`src/hdl/tsa_consts.svh`:
```
// constants for the tag state and anticollision link
`ifndef TSA_CONSTS_SVH
`define TSA_CONSTS_SVH
`define TSA_HANDLE_W 8
`define TSA_HANDLE_RST 8'h00
`define TSA_SLOT_W 4
`define TSA_CMD_W 4
`define TSA_SLOT_LAST 4'hf
`define TSA_SLOT_ZERO 4'h0
`define TSA_LFSR_SEED 16'hace1
`define TSA_LFSR_TAPS 16'hb400
`define TSA_ANS_WAIT 8'h10
`endif

```
`src/hdl/tsa_pkg.sv`:
```
// types shared by the tag and reader ends
`include "tsa_consts.svh"
package tsa_pkg;
  typedef enum logic [3:0] {
    TSA_CMD_OPEN_INV  = 4'h0,
    TSA_CMD_SLOT_RND  = 4'h1,
    TSA_CMD_SLOT_ADV  = 4'h2,
    TSA_CMD_PICK      = 4'h3,
    TSA_CMD_FETCH_WD  = 4'h4,
    TSA_CMD_STORE_WD  = 4'h5,
    TSA_CMD_FETCH_SER = 4'h6,
    TSA_CMD_RETIRE    = 4'h7
  } tsa_cmd_e;
  typedef enum logic [2:0] {
    TSA_ST_READY = 3'h0,
    TSA_ST_INV   = 3'h1,
    TSA_ST_SEL   = 3'h2,
    TSA_ST_DESEL = 3'h3,
    TSA_ST_DEACT = 3'h4
  } tsa_state_e;
  typedef logic [7:0] tsa_handle_t;
  typedef logic [3:0] tsa_slot_t;
endpackage

```
`src/hdl/tsa_link_if.sv`:
```
// link between the reader end and one tag end
`timescale 1ns/1ps
interface tsa_link_if;
  import tsa_pkg::*;
  logic cmd_valid; // one-cycle command strobe
  tsa_cmd_e cmd_code;
  tsa_handle_t cmd_arg; // handle or slot_param in low nibble
  logic field_on; // field strong enough
  logic ans_valid; // one-cycle answer strobe
  tsa_handle_t ans_data;
  logic exec_valid; // tag executed an access command
  modport tag (input cmd_valid, input cmd_code, input cmd_arg, input field_on,
    output ans_valid, output ans_data, output exec_valid);
  modport reader (output cmd_valid, output cmd_code, output cmd_arg, output field_on,
    input ans_valid, input ans_data, input exec_valid);
endinterface

```
`src/hdl/tsa_rand.sv`:
```
// free-running random source for the tag
`timescale 1ns/1ps
`include "tsa_consts.svh"
module tsa_rand #(
  parameter logic [15:0] SEED = `TSA_LFSR_SEED
) (
  input wire logic clk,
  input wire logic sys_rst,
  output logic [15:0] rnd
);
  logic [15:0] lfsr_reg;
  // galois shift register advancing every cycle
  always_ff @(posedge clk or posedge sys_rst) begin
    if (sys_rst) begin
      lfsr_reg <= `TSA_LFSR_SEED;
    end else begin
      lfsr_reg <= (lfsr_reg >> 1) ^ (lfsr_reg[0] ? `TSA_LFSR_TAPS : 16'h0000);
    end
  end
  assign rnd = lfsr_reg ^ SEED ^ `TSA_LFSR_SEED;
endmodule

```
`src/hdl/tsa_tag.sv`:
```
// tag end: command state machine and slotted anticollision
// Overview of operation
// - weak field forces power-off, return resets ready
// - ready state ignores all but open inventory
// - open inventory in ready enters inventory
// - inventory acts on anticollision commands, stays
// - matching pick in inventory selects the tag
// - selected executes accesses, ignores anticollision commands
// - non-matching pick in selected deselects
// - retire in selected deactivates the tag
// - deselected returns to selected only on match
// - deactivated ignores everything until field loss
// - eight-bit handle reloaded randomly on ready, open
// - low nibble of handle is slot code
// - slot round draws new code, answers on zero
// - slot advance answers only when slot matches
// - sixteen slots: round is zero, advance 1-15
// - open inventory answers immediately, no slot delay
// - at most one answer per slot round
// - ready tag silent to slot commands
// - reader opens inventory, repeats, selects or rounds
// - reader picks single answers, skips silence, collisions
// - reader serves single answers in their slots until a collision in the round; after slot 15 it starts a new round if one collided, else reopens inventory
`timescale 1ns/1ps
`include "tsa_consts.svh"
module tsa_tag #(
  parameter logic [15:0] SEED = `TSA_LFSR_SEED
) (
  input wire logic clk,
  input wire logic sys_rst,
  tsa_link_if.tag link,
  output tsa_pkg::tsa_state_e state,
  output tsa_pkg::tsa_handle_t handle,
  output logic answered_round
);
  import tsa_pkg::*;

  // ----------------------------------------
  // random source and handle matching
  // ----------------------------------------
  logic [15:0] rnd;
  logic rst_all;
  tsa_state_e state_reg;
  tsa_state_e state_next;
  tsa_handle_t handle_reg;
  logic answered_reg;
  logic ans_valid_reg;
  tsa_handle_t ans_data_reg;
  logic exec_reg;
  logic cmd_ok;
  logic slot_hit;
  logic open_take;
  logic slot_take;
  logic adv_answer;

  // field loss holds state, answers and flags in reset, not the handle or random source
  assign rst_all = sys_rst | ~link.field_on;

  tsa_rand #(.SEED(SEED)) u_rand (
    .clk(clk),
    .sys_rst(sys_rst),
    .rnd(rnd)
  );

  function automatic logic handle_match(input tsa_handle_t a, input tsa_handle_t b);
    handle_match = (a == b);
  endfunction

  assign cmd_ok = link.cmd_valid;

  // open inventory is taken from ready and from inventory
  assign open_take = cmd_ok && link.cmd_code == TSA_CMD_OPEN_INV &&
    (state_reg == TSA_ST_READY || state_reg == TSA_ST_INV);
  // slot commands only count inside inventory
  assign slot_take = cmd_ok && state_reg == TSA_ST_INV;

  // access commands: word fetch, word store, serial fetch
  function automatic logic is_access(input tsa_cmd_e c);
    is_access = c == TSA_CMD_FETCH_WD || c == TSA_CMD_STORE_WD || c == TSA_CMD_FETCH_SER;
  endfunction

  // ----------------------------------------
  // state machine
  // ----------------------------------------
  // next state per current state and command
  always_comb begin
    state_next = state_reg;
    if (cmd_ok) begin
      unique case (state_reg)
        TSA_ST_READY: begin
          if (link.cmd_code == TSA_CMD_OPEN_INV) begin
            state_next = TSA_ST_INV;
          end
        end
        TSA_ST_INV: begin
          if (link.cmd_code == TSA_CMD_PICK && handle_match(link.cmd_arg, handle_reg)) begin
            state_next = TSA_ST_SEL;
          end
        end
        TSA_ST_SEL: begin
          if (link.cmd_code == TSA_CMD_PICK && !handle_match(link.cmd_arg, handle_reg)) begin
            state_next = TSA_ST_DESEL;
          end else if (link.cmd_code == TSA_CMD_RETIRE) begin
            state_next = TSA_ST_DEACT;
          end
        end
        TSA_ST_DESEL: begin
          if (link.cmd_code == TSA_CMD_PICK && handle_match(link.cmd_arg, handle_reg)) begin
            state_next = TSA_ST_SEL;
          end
        end
        TSA_ST_DEACT: begin
          state_next = TSA_ST_DEACT;
        end
        default: begin
          state_next = TSA_ST_READY;
        end
      endcase
    end
  end

  // state register, reset by field loss into ready
  always_ff @(posedge clk or posedge rst_all) begin
    if (rst_all) begin
      state_reg <= TSA_ST_READY;
    end else begin
      state_reg <= state_next;
    end
  end

  // ----------------------------------------
  // handle and slot code
  // ----------------------------------------
  // reload every idle cycle in ready or without field, on open inventory, slot round
  always_ff @(posedge clk or posedge sys_rst) begin
    if (sys_rst) begin
      handle_reg <= `TSA_HANDLE_RST;
    end else if (!link.field_on || state_reg == TSA_ST_READY && !cmd_ok) begin
      handle_reg <= rnd[7:0];
    end else if (open_take) begin
      handle_reg <= rnd[7:0];
    end else if (slot_take && link.cmd_code == TSA_CMD_SLOT_RND) begin
      handle_reg <= {handle_reg[7:4], rnd[11:8]};
    end
  end

  // slot advance compares the low nibble only
  assign slot_hit = link.cmd_arg[3:0] == handle_reg[3:0];
  // an advance answers on its own slot, once per round, never slot zero
  assign adv_answer = slot_hit && !answered_reg && link.cmd_arg[3:0] != `TSA_SLOT_ZERO;

  // ----------------------------------------
  // answers
  // ----------------------------------------
  // answer strobe one cycle after the command
  always_ff @(posedge clk or posedge rst_all) begin
    if (rst_all) begin
      ans_valid_reg <= 1'b0;
      ans_data_reg <= `TSA_HANDLE_RST;
    end else begin
      ans_valid_reg <= 1'b0;
      if (open_take) begin
        ans_valid_reg <= 1'b1;
        ans_data_reg <= rnd[7:0];
      end else if (slot_take) begin
        unique case (link.cmd_code)
          TSA_CMD_SLOT_RND: begin
            ans_valid_reg <= (rnd[11:8] == `TSA_SLOT_ZERO);
            ans_data_reg <= {handle_reg[7:4], rnd[11:8]};
          end
          TSA_CMD_SLOT_ADV: begin
            if (adv_answer) begin
              ans_valid_reg <= 1'b1;
              ans_data_reg <= handle_reg;
            end
          end
          default: begin
            ans_valid_reg <= 1'b0;
          end
        endcase
      end
    end
  end

  // answered flag: set by a slot answer, cleared by open inventory
  always_ff @(posedge clk or posedge rst_all) begin
    if (rst_all) begin
      answered_reg <= 1'b0;
    end else if (open_take) begin
      answered_reg <= 1'b0;
    end else if (slot_take && link.cmd_code == TSA_CMD_SLOT_RND) begin
      answered_reg <= (rnd[11:8] == `TSA_SLOT_ZERO);
    end else if (slot_take && link.cmd_code == TSA_CMD_SLOT_ADV && adv_answer) begin
      answered_reg <= 1'b1;
    end
  end

  // access commands run only while selected
  always_ff @(posedge clk or posedge rst_all) begin
    if (rst_all) begin
      exec_reg <= 1'b0;
    end else begin
      exec_reg <= cmd_ok && state_reg == TSA_ST_SEL && is_access(link.cmd_code);
    end
  end

  // ----------------------------------------
  // outputs
  // ----------------------------------------
  // link strobes and status straight from flip-flops
  assign link.ans_valid = ans_valid_reg;
  assign link.ans_data = ans_data_reg;
  assign link.exec_valid = exec_reg;
  assign state = state_reg;
  assign handle = handle_reg;
  assign answered_round = answered_reg;
endmodule

```
`src/flat_wrapper.sv`:
```
// flat-port wrapper written by rule: the top's interface ports become plain ports
module tsa_tag_flat import tsa_pkg::*;
#(
  parameter logic [15:0] SEED = `TSA_LFSR_SEED
)
  (clk, sys_rst, state, handle, answered_round, link_cmd_valid, link_cmd_code, link_cmd_arg, link_field_on, link_ans_valid, link_ans_data, link_exec_valid);
  tsa_link_if link_i ();
  input wire logic clk;
  input wire logic sys_rst;
  output tsa_pkg::tsa_state_e state;
  output tsa_pkg::tsa_handle_t handle;
  output logic answered_round;
  input wire logic [$bits(link_i.cmd_valid)-1:0] link_cmd_valid;
  input wire logic [$bits(link_i.cmd_code)-1:0] link_cmd_code;
  input wire logic [$bits(link_i.cmd_arg)-1:0] link_cmd_arg;
  input wire logic [$bits(link_i.field_on)-1:0] link_field_on;
  output wire logic [$bits(link_i.ans_valid)-1:0] link_ans_valid;
  output wire logic [$bits(link_i.ans_data)-1:0] link_ans_data;
  output wire logic [$bits(link_i.exec_valid)-1:0] link_exec_valid;
  assign link_i.cmd_valid = link_cmd_valid;
  assign link_i.cmd_code = link_cmd_code;
  assign link_i.cmd_arg = link_cmd_arg;
  assign link_i.field_on = link_field_on;
  assign link_ans_valid = link_i.ans_valid;
  assign link_ans_data = link_i.ans_data;
  assign link_exec_valid = link_i.exec_valid;
  tsa_tag #(.SEED(SEED)) u_core (.clk(clk), .sys_rst(sys_rst), .link(link_i), .state(state), .handle(handle), .answered_round(answered_round));
endmodule
```
`config.mk`:
```
export PLATFORM = sky130hd
export DESIGN_NAME = tsa_tag_flat
export DESIGN_NICKNAME = d
export VERILOG_FILES = /design/src/hdl/tsa_pkg.sv /design/src/hdl/tsa_link_if.sv /design/src/hdl/tsa_rand.sv /design/src/hdl/tsa_tag.sv /design/src/flat_wrapper.sv
export VERILOG_INCLUDE_DIRS = /design/src /design/src/hdl
export SDC_FILE = /design/constraint.sdc
export NUM_CORES = 1
export LEC_CHECK = 0
export BUFFER_PORTS_ARGS = -buffer_cell sky130_fd_sc_hd__buf_2
export CAP_MARGIN = 0
export CORE_MARGIN = 2
export CORE_UTILIZATION = 40
export DETAILED_ROUTE_END_ITERATION = 6
export SYNTH_ARGS = -nofsm -noshare
export SYNTH_HDL_FRONTEND = slang
export SYNTH_SLANG_ARGS = --single-unit
export TNS_END_PERCENT = 1
```
`constraint.sdc`:
```
create_clock -name clk -period 2.2 [get_ports clk]
set_clock_uncertainty 0.05 [all_clocks]
set_input_delay 0.11 -clock clk [delete_from_list [all_inputs] [get_ports clk]]
set_output_delay 0.11 -clock clk [all_outputs]
set_load 0.005 [all_outputs]
```
# Word level (Yosys, flattened, before mapping)
# Cells that the tools add are included.
# Widths: inputs -> output; s select.
# word_totals
output_inout_bits	22
word_cells	83
romBits	0
latch_bits	0
memories	0
ram_bits	0
reg_bits	38
# op_classes
add_sub_neg	0
magnitude_cmp	0
multipliers	0
bitwise_logic	5
n_reduce_logical	33
mux	20
n_shift	0
eq_ne	17
div	0
# op_table
op	n
$mux 8	5
$eq 4x3->1 const B	4
$mux 16	1
$pmux 8 s2	1
$xor 15x16->16	1
$logic_and 1x1->1	13
$mux 3	4
$not 6->6	2
$pmux 3 s4	1
$reduce_bool 3->1	3
$eq 4x2->1 const B	2
$eq 8x8->1	1
$logic_not 4->1	2
$eq 3x2->1 const B	2
$mux 1	6
$ne 3x1->1 const B	2
$eq 4x1->1 const B	1
$eq 4x4->1	1
$logic_not 1->1	4
$logic_or 1x1->1	4
$mux 4	1
$ne 2x1->1 const B	2
$reduce_and 4->1	1
$reduce_bool 2->1	2
other kinds (9)	9

# Longest topological paths before layout
# Gate-level depths: netlist of the first run.
# logic_depth
depth_word	7
mapped_depth	8
mapped_depth_nobuf	5

# Modules after synthesis
# A second synthesis of the first run with hierarchy kept.
# unflattened
hier_cells	158
area_unflattened_um2	1740.4
# by_module_without_submodules
module	area_per_inst_um2	cells_per_inst	seq_area_each_um2	instances
tsa_tag	1300.0	138	550.5	1
tsa_rand	440.4	20	410.4	1

# Worst setup path after synthesis of the first run
# No wires, ideal clock.
# synth_timing
path_type	register -> register
start	register u_core.state_reg[2] (netlist: u_core.state[2])
end	register u_core.ans_data_reg[0] (netlist: u_core.link.ans_data[0])
setup_ns	0.125
setup_slack_ns	0.349
stages_incl_launch_ff	7
required_ns	2.025
n_path_buf	1
arrival_time_ns	1.676
synth_period_minus_slack_ns	1.851
path_cell_list	dfrtp_1 > buf_6 > or3b_1 > nor4_1 > and3_2 > nor3_4 > mux2_4
# synth_between
elab_chain_cells	5
elab_cells_between_ends	10
classes_between	eq/ne: 2; mux: 1; reduce/logical: 7
# synth_rtl
item	line_no	rtl
start, declared	tsa_tag.sv:43	tsa_state_e state_reg;
start signal, assigned	tsa_tag.sv:127	state_reg <= state_next;
$eq 3x1->1 or $logic_not 3->1 (tied branches)	tsa_tag.sv:73, tsa_tag.sv:75	
$logic_or 1x1->1	tsa_tag.sv:73	(state_reg == TSA_ST_READY || state_reg == TSA_ST_INV);
$logic_and 1x1->1	tsa_tag.sv:72	assign open_take = cmd_ok && link.cmd_code == TSA_CMD_OPEN_INV &&
$ne 3x1->1 (no source line) (tied with other cells)	-	
$reduce_and 3->1 (no source line)	-	
end signal, assigned	tsa_tag.sv:159	ans_data_reg <= `TSA_HANDLE_RST;
end signal, assigned	tsa_tag.sv:164	ans_data_reg <= rnd[7:0];
end signal, assigned	tsa_tag.sv:169	ans_data_reg <= {handle_reg[7:4], rnd[11:8]};
end, declared	tsa_tag.sv:48	tsa_handle_t ans_data_reg;
# Parallel ways exist; a longest one is shown, timed or not.
# A chain may end at the register's enable or synchronous reset.

# Worst setup path in the final report of the first run
# layout_timing
start	register u_core.handle_reg[1] (netlist: u_core.handle[1])
end	register u_core.state_reg[2] (netlist: u_core.state[2])
# layout_between
elab_chain_cells	5
elab_cells_between_ends	9
classes_between	eq/ne: 3; mux: 2; reduce/logical: 4
# layout_rtl
item	line_no	rtl
start, declared	tsa_tag.sv:45	tsa_handle_t handle_reg;
start signal, assigned	tsa_tag.sv:137	handle_reg <= `TSA_HANDLE_RST;
start signal, assigned	tsa_tag.sv:139	handle_reg <= rnd[7:0];
start signal, assigned	tsa_tag.sv:141	handle_reg <= rnd[7:0];
$eq 8x8->1 *	tsa_tag.sv:66	handle_match = (a == b);
$logic_not 1->1	tsa_tag.sv:101	if (link.cmd_code == TSA_CMD_PICK && !handle_match(link.cmd_arg, handle_reg)) begin
$logic_and 1x1->1	tsa_tag.sv:101	
$ne 3x1->1 (no source line) or $mux 3 (tied branches)	-	
$reduce_and 4->1 (no source line) or $pmux 3 s4 (tied branches)	-	
# Every way passes the cells marked *; elsewhere a longest branch is shown, timed or not.

==> reports/metrics.csv, run 1 <==
metric;value;unit
status;completed;
asr flop ratio synth;100.0;%
worst hold path class;in2reg;
CTS root buffer;clkbuf_8;
cell area after placement;2101;µm²
Wirelength per Cell;15.50;µm
Chip Height;72.20;µm
GP Congestion;0.8669;
largest fanout on the critical path;4;
Nets;217;
vias in the first global route;1357;
setup violators final;0;
Initial Utilization;42.15;%
critical path arrival;2240;ps
Distinct cells, synth;39;
drt first pass iters;4;
number of flip-flops in the largest register;16;
Final Hold Vio Count;0;
Final Hold Slack;95.45;ps
worst-margin pin slew;890.8;ps
H-Tree Depth;2;
peak supply drop;0.3683;mV
Largest delay share family, worst path;simple AND/OR/NAND/NOR gates;
Max Freq;485.5;MHz
Die ar.;5213;µm²
Most used DFF post-synth;dfrtp_1;
fin crit share;93.63;%
largest net degree at the start of global routing;25;
Slew HR;40.54;%
Worst path max stage delay;500;ps
multi-input logic area;833.3;µm²
clock buffer depth;2;
Tot Pwr;1580;µW
Final min period;2060;ps
Initial DRC Count;103;
pwr/cell area;698.1;nW/µm²
share of layout cells above drive strength 1;38.61;%
Crit path buffers/inverters;0;
Area Overhead vs Synth;21.65;%
number of synthesized flops with an enable pin;0;
Post-DP HPWL;2954;µm
Seq. cell area;960.9;µm²
total number of vias;1336;
antenna viol nets, final;0;
Die X;72.20;µm
Seq/Total Area, Yosys;51.65;%
drt drc;0;
design area;2263;µm²
# diodes;0;
Overall Global Routing Usage;16.44;%
hold depth;3;
Leak;0.001180;µW
post-synthesis cell area;1861;µm²
vias per cell;5.260;
cells after synthesis;158;
filler instances;402;
Worst Path Required;2380;ps
R2R cell count;5;
TritonCTS Buffers;5;
element type at the critical path end;register;
clock sink count;38;
Placeable Area;4414;µm²
Yosys warnings;0;
Crit-path slowest cell;nor4_1;
fin. max-slew vios;0;
antenna violations before repair;0;
dpl ws;161.5;ps
crit-path cells;xor2_1 -> nor4_1 -> nand4_1 -> a2111oi_0 -> a21o_1;
setup TNS;0;ps
WL final;3938;µm
row count;24;
RSZ-0062 raised after global routing;no;
Crit Path Class;reg2reg;
Max Cap Viol;0;
CTS tree;yes;
Syn Nets;174;
Avg Cell Area, Syn;11.78;µm²
Port Buffers;37;
clock slew at reported path FFs;80;ps
cell depth of the worst setup path;5;
Critical Path Start Type;register;
Clk Latency, worst-skew pair;290;ps
I/O pin cnt;38;
first-pass GRT wire length;6458;µm
Final WS setup;140.2;ps
flops & latches, synth;38;
GRT overflow;0;
area by class of cell:
class                           count  share of cell area (%)
Inverter                            3                  0.6081
Timing Repair Buffer               43                   10.95
Sequential cell                    38                   42.45
Tap cell                           52                   2.875
Clock buffer                        6                   3.648
Multi-Input combinational cell    110                   36.82
Clock inverter                      2                   2.653
power breakdown:
| group | switching, µW | internal (µW) | leakage, µW |
|---|---|---|---|
| logic | 70.1 | 57.7 | 0.000620 |
| clock network | 242 | 483 | 0.0000714 |
| registers | 14.3 | 713 | 0.000489 |
cells in the final DEF, fill, tap and decap left out, drive strengths merged, types with 2 or more instances in the layout:
cell and n:
inv 3, buf 41, bufinv 2, nor4 5, dlygate4sd3 2, dfstp 8, xor2 11, nor4b 2
nor2b 3, mux2 13, nand4 2, a21oi 6, o21ai 8, nor2 8, o211ai 2, nor3 4
nand2 22, mux2i 8, nand2b 2, clkbuf 6, or4 2, and3 2, dfrtp 30
cell usage after synthesis (2+ instances only):
| master | instances | area share, % |
|---|---|---|
| o211ai_1 | 2 | 0.81 |
| mux2_4 | 10 | 8.1 |
| buf_6 | 3 | 1.8 |
| xor2_1 | 11 | 5.2 |
| nand2b_1 | 2 | 0.67 |
| nor3_1 | 3 | 0.81 |
| clkbuf_1 | 3 | 0.61 |
| nor2b_1 | 3 | 1.0 |
| dfstp_2 | 8 | 11 |
| or4_1 | 2 | 0.81 |
| inv_1 | 2 | 0.40 |
| mux2i_1 | 8 | 4.3 |
| nand2_1 | 22 | 4.4 |
| o21ai_0 | 8 | 2.2 |
| nor2_1 | 8 | 1.6 |
| nor4_1 | 4 | 1.3 |
| a21oi_1 | 6 | 1.6 |
| mux2_2 | 3 | 1.8 |
| dfrtp_1 | 30 | 40 |
logic make-up (layout without fill, tap and decap cells):
kind of cell,after synthesis,in the layout,synth area share [%]
compound gates,22,22,7.129
xor+xnor,11,11,5.178
buf+inv,10,54,3.565
flops,38,38,51.65
mux,21,21,14.19
simple gates,56,56,18.29
stage by stage:
step | util, % | cells
final | 51.28 | 254
after global routing | 51.28 | 254
after CTS | 51.28 | 254
after detailed placement | 47.59 | 244
after global placement | 47.59 | 244
after floorplan | - | 158
path summary, 6_finish.rpt:
check	start	to	slack (ps)
hold reg to reg	u_core.u_rand.lfsr_reg[12]$_DFF_PP0_	u_core.u_rand.lfsr_reg[11]$_DFF_PP1_	310
max in group asynchronous	sys_rst	u_core.state[1]$_DFFE_PP0P_	970
setup / recovery	u_core.handle[1]$_DFFE_PP0P_	u_core.state[2]$_DFFE_PP0P_	140
hold / removal	link_cmd_valid	u_core.link.exec_valid$_DFF_PP0_	100
setup reg to reg	u_core.handle[1]$_DFFE_PP0P_	u_core.state[2]$_DFFE_PP0P_	140
min in group asynchronous	link_field_on	u_core.link.ans_data[0]$_DFFE_PP0P_	400
metal layers:
metal	global-route usage, %	vias to the layer above	share of wire, %
met5	0	-	0
met4	6.918	0	1.3
met3	4.306	5	4.0
met2	27.12	30	52
met1	20.43	660	43
li1	-	641	-
worst reg2reg max path: stages, from the launching register on:
cell	delay [ps]
dfrtp_1	420
xor2_1	170
nor4_1	500
nand4_1	250
a2111oi_0	470
a21o_1	130
repair_timing:
action / 4_1_cts / 5_1_grt
hold endpoints to repair: 30 / 0
buffers inserted: 0 / 0
resized for setup: 0 / 0
hold buffers: 2 / 0
Note: power is estimated with default switching activity, not from simulation.
==> inputs of run 2 (changes only) <==
--- a/config.mk
+++ b/config.mk
@@ -8,9 +8,12 @@
 export LEC_CHECK = 0
 export BUFFER_PORTS_ARGS = -buffer_cell sky130_fd_sc_hd__buf_2
 export CAP_MARGIN = 0
+export CELL_PAD_IN_SITES_DETAIL_PLACEMENT = 2
+export CELL_PAD_IN_SITES_GLOBAL_PLACEMENT = 2
 export CORE_MARGIN = 2
-export CORE_UTILIZATION = 40
+export CORE_UTILIZATION = 35
 export DETAILED_ROUTE_END_ITERATION = 6
+export PLACE_DENSITY_LB_ADDON = 0.1
 export SYNTH_ARGS = -nofsm -noshare
 export SYNTH_HDL_FRONTEND = slang
 export SYNTH_SLANG_ARGS = --single-unit
==> run 2 against run 1 <==
  * Die area grew 13%
  * First-iteration DRC count shrank 57%
  * Sequential power is essentially flat
  * Flip-flop and latch count is the same
  * Final area grew 1.9%
  * Clock-buffer cell count shrank 1
  * Sequential share of layout area shrank 0.78 points
  * Setup slack gained 41 ps
  * Global-route usage grew 2.0 points
  * Register-to-register slack gained 40 ps
  * Total power grew 0.65%
  * Worst hold slack gained 1.8 ps
  * Critical path type unchanged
  * Critical endpoint is now u_core.link.ans_data[5]$_DFFE_PP0P_
  * Highest routed layer unchanged
==> reports/metrics.csv, run 2 (synthesis gave the netlist of run 1 again) <==
metric;value;unit
status;completed;
Sw Share;22.85;%
GR Util met2;30.61;%
Chip Height;76.91;µm
total number of vias;1399;
met1 usage;23.51;%
setup TNS;0;ps
WL final;4950;µm
worst-margin pin slew;664.8;ps
CTS root buffer;clkbuf_8;
met3 usage;4.000;%
Area Overhead vs Synth;23.94;%
multi-input logic area;840.8;µm²
I/O pin cnt;38;
crit-path cells;xor2_1 -> nor4_1 -> buf_4 -> and3_2 -> nor3_4 -> mux2_4;
share of layout cells above drive strength 1;40.29;%
Wirelength per Cell;17.93;µm
first-pass GRT wire length;8383;µm
commonest non-fill, non-tap cell in the layout;buf_2;
Largest delay share family, worst path;simple AND/OR/NAND/NOR gates;
RSZ-0062 raised after global routing;no;
GRT overflow;0;
commonest cells after routing, fill and taps aside;buf_2, dfrtp_1, nand2_1;
Overall Global Routing Usage;18.46;%
Seq. cell area;960.9;µm²
# diodes;0;
Max Cap Viol;0;
switching pwr;363.4;µW
element type at the critical path end;register;
Initial Utilization;36.43;%
Crit-path slowest cell;nor3_4;
Post-DP HPWL;3725;µm
filler instances;560;
drt drc;0;
CTS tree;yes;
combinational share of power;8.7;%
H-Tree Depth;2;
Final Hold Vio Count;0;
Seq pwr share;45.7;%
fin crit share;91.77;%
Die ar.;5915;µm²
vias in the first global route;1568;
drt first pass iters;4;
Clk Latency, worst-skew pair;300;ps
clock share of power;45.6;%
pwr/cell area;689.7;nW/µm²
GRT busiest layer;met2;
Final min period;2019;ps
Worst Path Required;2330;ps
clock slew at reported path FFs;80;ps
Nets;221;
largest fanout on the critical path;8;
setup violators final;0;
Initial DRC Count;44;
Crit path buffers/inverters;1;
Slew HR;55.68;%
Critical Path Start Type;register;
largest net degree at the start of global routing;25;
Port Buffers;37;
Final WS setup;181.0;ps
TritonCTS Buffers;5;
Worst path max stage delay;460;ps
dpl ws;31.62;ps
Max Freq;495.3;MHz
number of flip-flops in the largest register;16;
fin. max-slew vios;0;
clock sink count;38;
worst hold path class;in2reg;
antenna violations before repair;0;
Leak;0.001193;µW
non-filler cells, final;276;
clock buffer depth;2;
Placeable Area;5107;µm²
GP Congestion;0.8662;
internal power;1227;µW
Crit Path Class;reg2reg;
critical path arrival;2150;ps
vias per cell;5.069;
row count;26;
Die X;76.91;µm
placed cell count;266;
peak supply drop;0.2855;mV
antenna viol nets, final;0;
[run 2: changes by cell type in the layout (fill, tap and decap cells not counted), sizes merged]
cell	change
clkbuf	-1
clkinv	+1
buf	+4
[run 2: worst min-delay path, stage by stage]
cell and delay, ps:
buf_2 170, nand2_1 90, nor3_1 40
[run 2: layout make-up]
cell class                 instances  area share [%]
tap                               70           3.798
clock inverter                     3           2.984
timing repair buffer              47           11.50
clock buffer                       5           2.984
multi-input combinational        110           36.46
sequential                        38           41.67
inverter                           3          0.5969
[run 2: through the flow]
step / instance area (µm²) / total power [µW] / util [%] / hold WS [ps]
after floorplan: 1861 / 811.2 / - / 68.69
after global placement: 2141 / 870.4 / 41.92 / 129.0
after detailed placement: 2141 / 876.8 / 41.92 / 141.0
after CTS: 2298 / 1608 / 45.00 / 92.26
after global routing: 2306 / 1657 / 45.15 / 108.5
final: 2306 / 1590 / 45.15 / 97.25
[run 2: worst paths after layout]
path                                                      start                                    to  slack [ps]  cells after the start
max reg2reg                        u_core.handle[1]$_DFFE_PP0P_   u_core.link.ans_data[5]$_DFFE_PP0P_         180                      6
max in group asynchronous                               sys_rst  u_core.u_rand.lfsr_reg[10]$_DFF_PP1_        1430                      4
min                                              link_cmd_valid      u_core.link.exec_valid$_DFF_PP0_         100                      3
min reg2reg                u_core.u_rand.lfsr_reg[12]$_DFF_PP0_  u_core.u_rand.lfsr_reg[11]$_DFF_PP1_         320                      0
max                                u_core.handle[1]$_DFFE_PP0P_   u_core.link.ans_data[5]$_DFFE_PP0P_         180                      6
min in group asynchronous                               sys_rst   u_core.u_rand.lfsr_reg[1]$_DFF_PP0_         380                      4
[run 2: timing repair]
| action | in CTS | in global routing |
|---|---|---|
| hold endpoints to repair | 30 | 0 |
| setup endpoints to repair | 0 | 1 |
| gates resized for setup | 0 | 2 |
| buffers inserted | 0 | 0 |
| hold buffers | 2 | 0 |
[run 2: layer usage]
layer	up-vias	share of wire (%)
met5	-	0
met4	0	1.7
met3	6	3.5
met2	24	51
met1	721	43
li1	648	-
[run 2: power groups by stage]
stage	clock network (µW)	logic (µW)	registers, µW
CTS	741	141	727
detailed placement	0	137	740
floorplan	0	73.1	738
finish	726	138	726
global placement	0	132	738
global route	774	153	730
==> inputs of run 3 (changes only) <==
--- a/config.mk
+++ b/config.mk
@@ -11,7 +11,8 @@
 export CELL_PAD_IN_SITES_DETAIL_PLACEMENT = 2
 export CELL_PAD_IN_SITES_GLOBAL_PLACEMENT = 2
 export CORE_MARGIN = 2
-export CORE_UTILIZATION = 35
+export CORE_UTILIZATION = 38
+export CTS_BUF_LIST = sky130_fd_sc_hd__clkbuf_16
 export DETAILED_ROUTE_END_ITERATION = 6
 export PLACE_DENSITY_LB_ADDON = 0.1
 export SYNTH_ARGS = -nofsm -noshare
==> constraint.sdc (replaced) <==
create_clock -name clk -period 2.35 [get_ports clk]
set_clock_uncertainty 0.05 [all_clocks]
set_input_delay 0.1175 -clock clk [delete_from_list [all_inputs] [get_ports clk]]
set_output_delay 0.1175 -clock clk [all_outputs]
set_load 0.005 [all_outputs]
==> run 3 against run 2 <==
  * Cell count fell by 1.4%
  * Clock power down 10%
  * Clock-buffer cell count unchanged
  * Largest power group unchanged
==> reports/metrics.csv, run 3 (synthesis gave the netlist of run 1 again) <==
metric;value;unit
Final Hold Vio Count;0;
clock share of power;44.6;%
Chip Height;73.97;µm
clock slew at reported path FFs;60;ps
Area Overhead vs Synth;23.20;%
Die X;73.97;µm
Placeable Area;4723;µm²
commonest cells after routing, fill and taps aside;buf_2, dfrtp_1, nand2_1;
I/O pin cnt;38;
Sw Share;24.13;%
status;completed;
CTS root buffer;clkbuf_16;
Initial DRC Count;71;
Post-DP HPWL;3829;µm
Leak;0.001189;µW
Crit path buffers/inverters;1;
dpl ws;193.2;ps
switching pwr;353.1;µW
Die ar.;5472;µm²
fin crit share;90.28;%
CTS tree;yes;
Overall Global Routing Usage;21.03;%
multi-input logic area;834.6;µm²
crit-path cells;xor2_1 -> nor4_1 -> buf_4 -> nand4_1 -> a2111oi_1 -> a21o_1;
Critical Path Start Type;register;
drt first pass iters;4;
largest fanout on the critical path;4;
TritonCTS Buffers;5;
Largest delay share family, worst path;compound AO/OA/AOI/OAI gates;
vias in the first global route;1527;
element type at the critical path end;register;
H-Tree Depth;2;
Clk Latency, worst-skew pair;280;ps
clock sink count;38;
worst-margin pin slew;940.3;ps
Final WS setup;228.5;ps
Worst path max stage delay;520;ps
largest net degree at the start of global routing;25;
worst hold path class;in2reg;
internal power;1110;µW
number of flip-flops in the largest register;16;
Nets;220;
total number of vias;1406;
clock buffer depth;2;
GP Congestion;0.7739;
Slew HR;37.25;%
antenna viol nets, final;0;
Final min period;2122;ps
Port Buffers;37;
Initial Utilization;39.39;%
row count;25;
Max Freq;471.4;MHz
Seq. cell area;960.9;µm²
critical path arrival;2290;ps
Crit-path slowest cell;a2111oi_1;
Post-CTS Setup Bufs;0;
GRT overflow;0;
Worst Path Required;2520;ps
vias per cell;5.169;
# diodes;0;
commonest non-fill, non-tap cell in the layout;buf_2;
first-pass GRT wire length;8376;µm
share of layout cells above drive strength 1;39.02;%
WL final;5183;µm
fin. max-slew vios;0;
Wirelength per Cell;19.06;µm
combinational share of power;8.9;%
peak supply drop;0.3940;mV
RSZ-0062 raised after global routing;no;
antenna violations before repair;0;
setup TNS;0;ps
setup violators final;0;
pwr/cell area;638.4;nW/µm²
Crit Path Class;reg2reg;
Seq pwr share;46.6;%
drt drc;0;
filler instances;495;
Max Cap Viol;0;
==> run 3: what timing repair did <==
action                                 CTS  global route
setup endpoints to repair                0             1
endpoints found under the hold margin   14             0
hold buffers                             2             0
resized for setup                        0             1
==> run 3: worst paths after layout <==
kind	cells after the start	startpoint	to	slack, ps
setup reg to reg	6	u_core.handle[5]$_DFFE_PP0P_	u_core.state[2]$_DFFE_PP0P_	230
min in group asynchronous	4	link_field_on	u_core.link.exec_valid$_DFF_PP0_	420
setup / recovery	6	u_core.handle[5]$_DFFE_PP0P_	u_core.state[2]$_DFFE_PP0P_	230
max in group asynchronous	5	sys_rst	u_core.link.ans_data[2]$_DFFE_PP0P_	1110
hold reg to reg	0	u_core.u_rand.lfsr_reg[12]$_DFF_PP0_	u_core.u_rand.lfsr_reg[11]$_DFF_PP1_	310
hold / removal	3	link_cmd_valid	u_core.link.exec_valid$_DFF_PP0_	120
==> run 3: layout make-up <==
cell class	instances	share of cell area [%]
inverters	3	0.6004
clock buffers	5	5.459
flip-flops and latches	38	41.92
repair buffers	46	11.24
clock inverters	3	0.7096
well taps	67	3.657
multi-input cells	110	36.41
==> run 3: power groups by stage <==
stage          Sequential [µW]  Combinational (µW)  Clock, µW
6_report                   681                 130        652
5_1_grt                    683                 144        696
4_1_cts                    681                 133        672
3_5_place_dp               693                 129          0
3_3_place_gp               691                 121          0
2_1_floorplan              691                68.4          0
==> run 3: metrics by stage <==
stage	instances	total power, µW	cell area [µm²]	hold WS [ps]	utilization, %
6_report	272	1463	2292	121.5	48.53
3_3_place_gp	262	812.5	2130	149.9	45.09
3_5_place_dp	262	822.0	2130	203.1	45.09
2_1_floorplan	158	759.4	1861	76.19	-
4_1_cts	272	1486	2291	119.5	48.50
5_1_grt	272	1524	2292	160.5	48.53
==> run 3: per-layer routing <==
layer	share of wire [%]	routed length [µm]	vias to the layer above	GRT usage [%]
met4	0.98	51	0	5.455
li1	-	-	648	-
met5	0	0	-	0
met3	3.0	156	6	4.201
met2	51	2627	26	35.22
met1	45	2348	726	28.06
==> run 3: tightest hold or removal path: stages <==
cell and delay [ps]:
buf_2 170, nand2_1 80, nor3_1 40
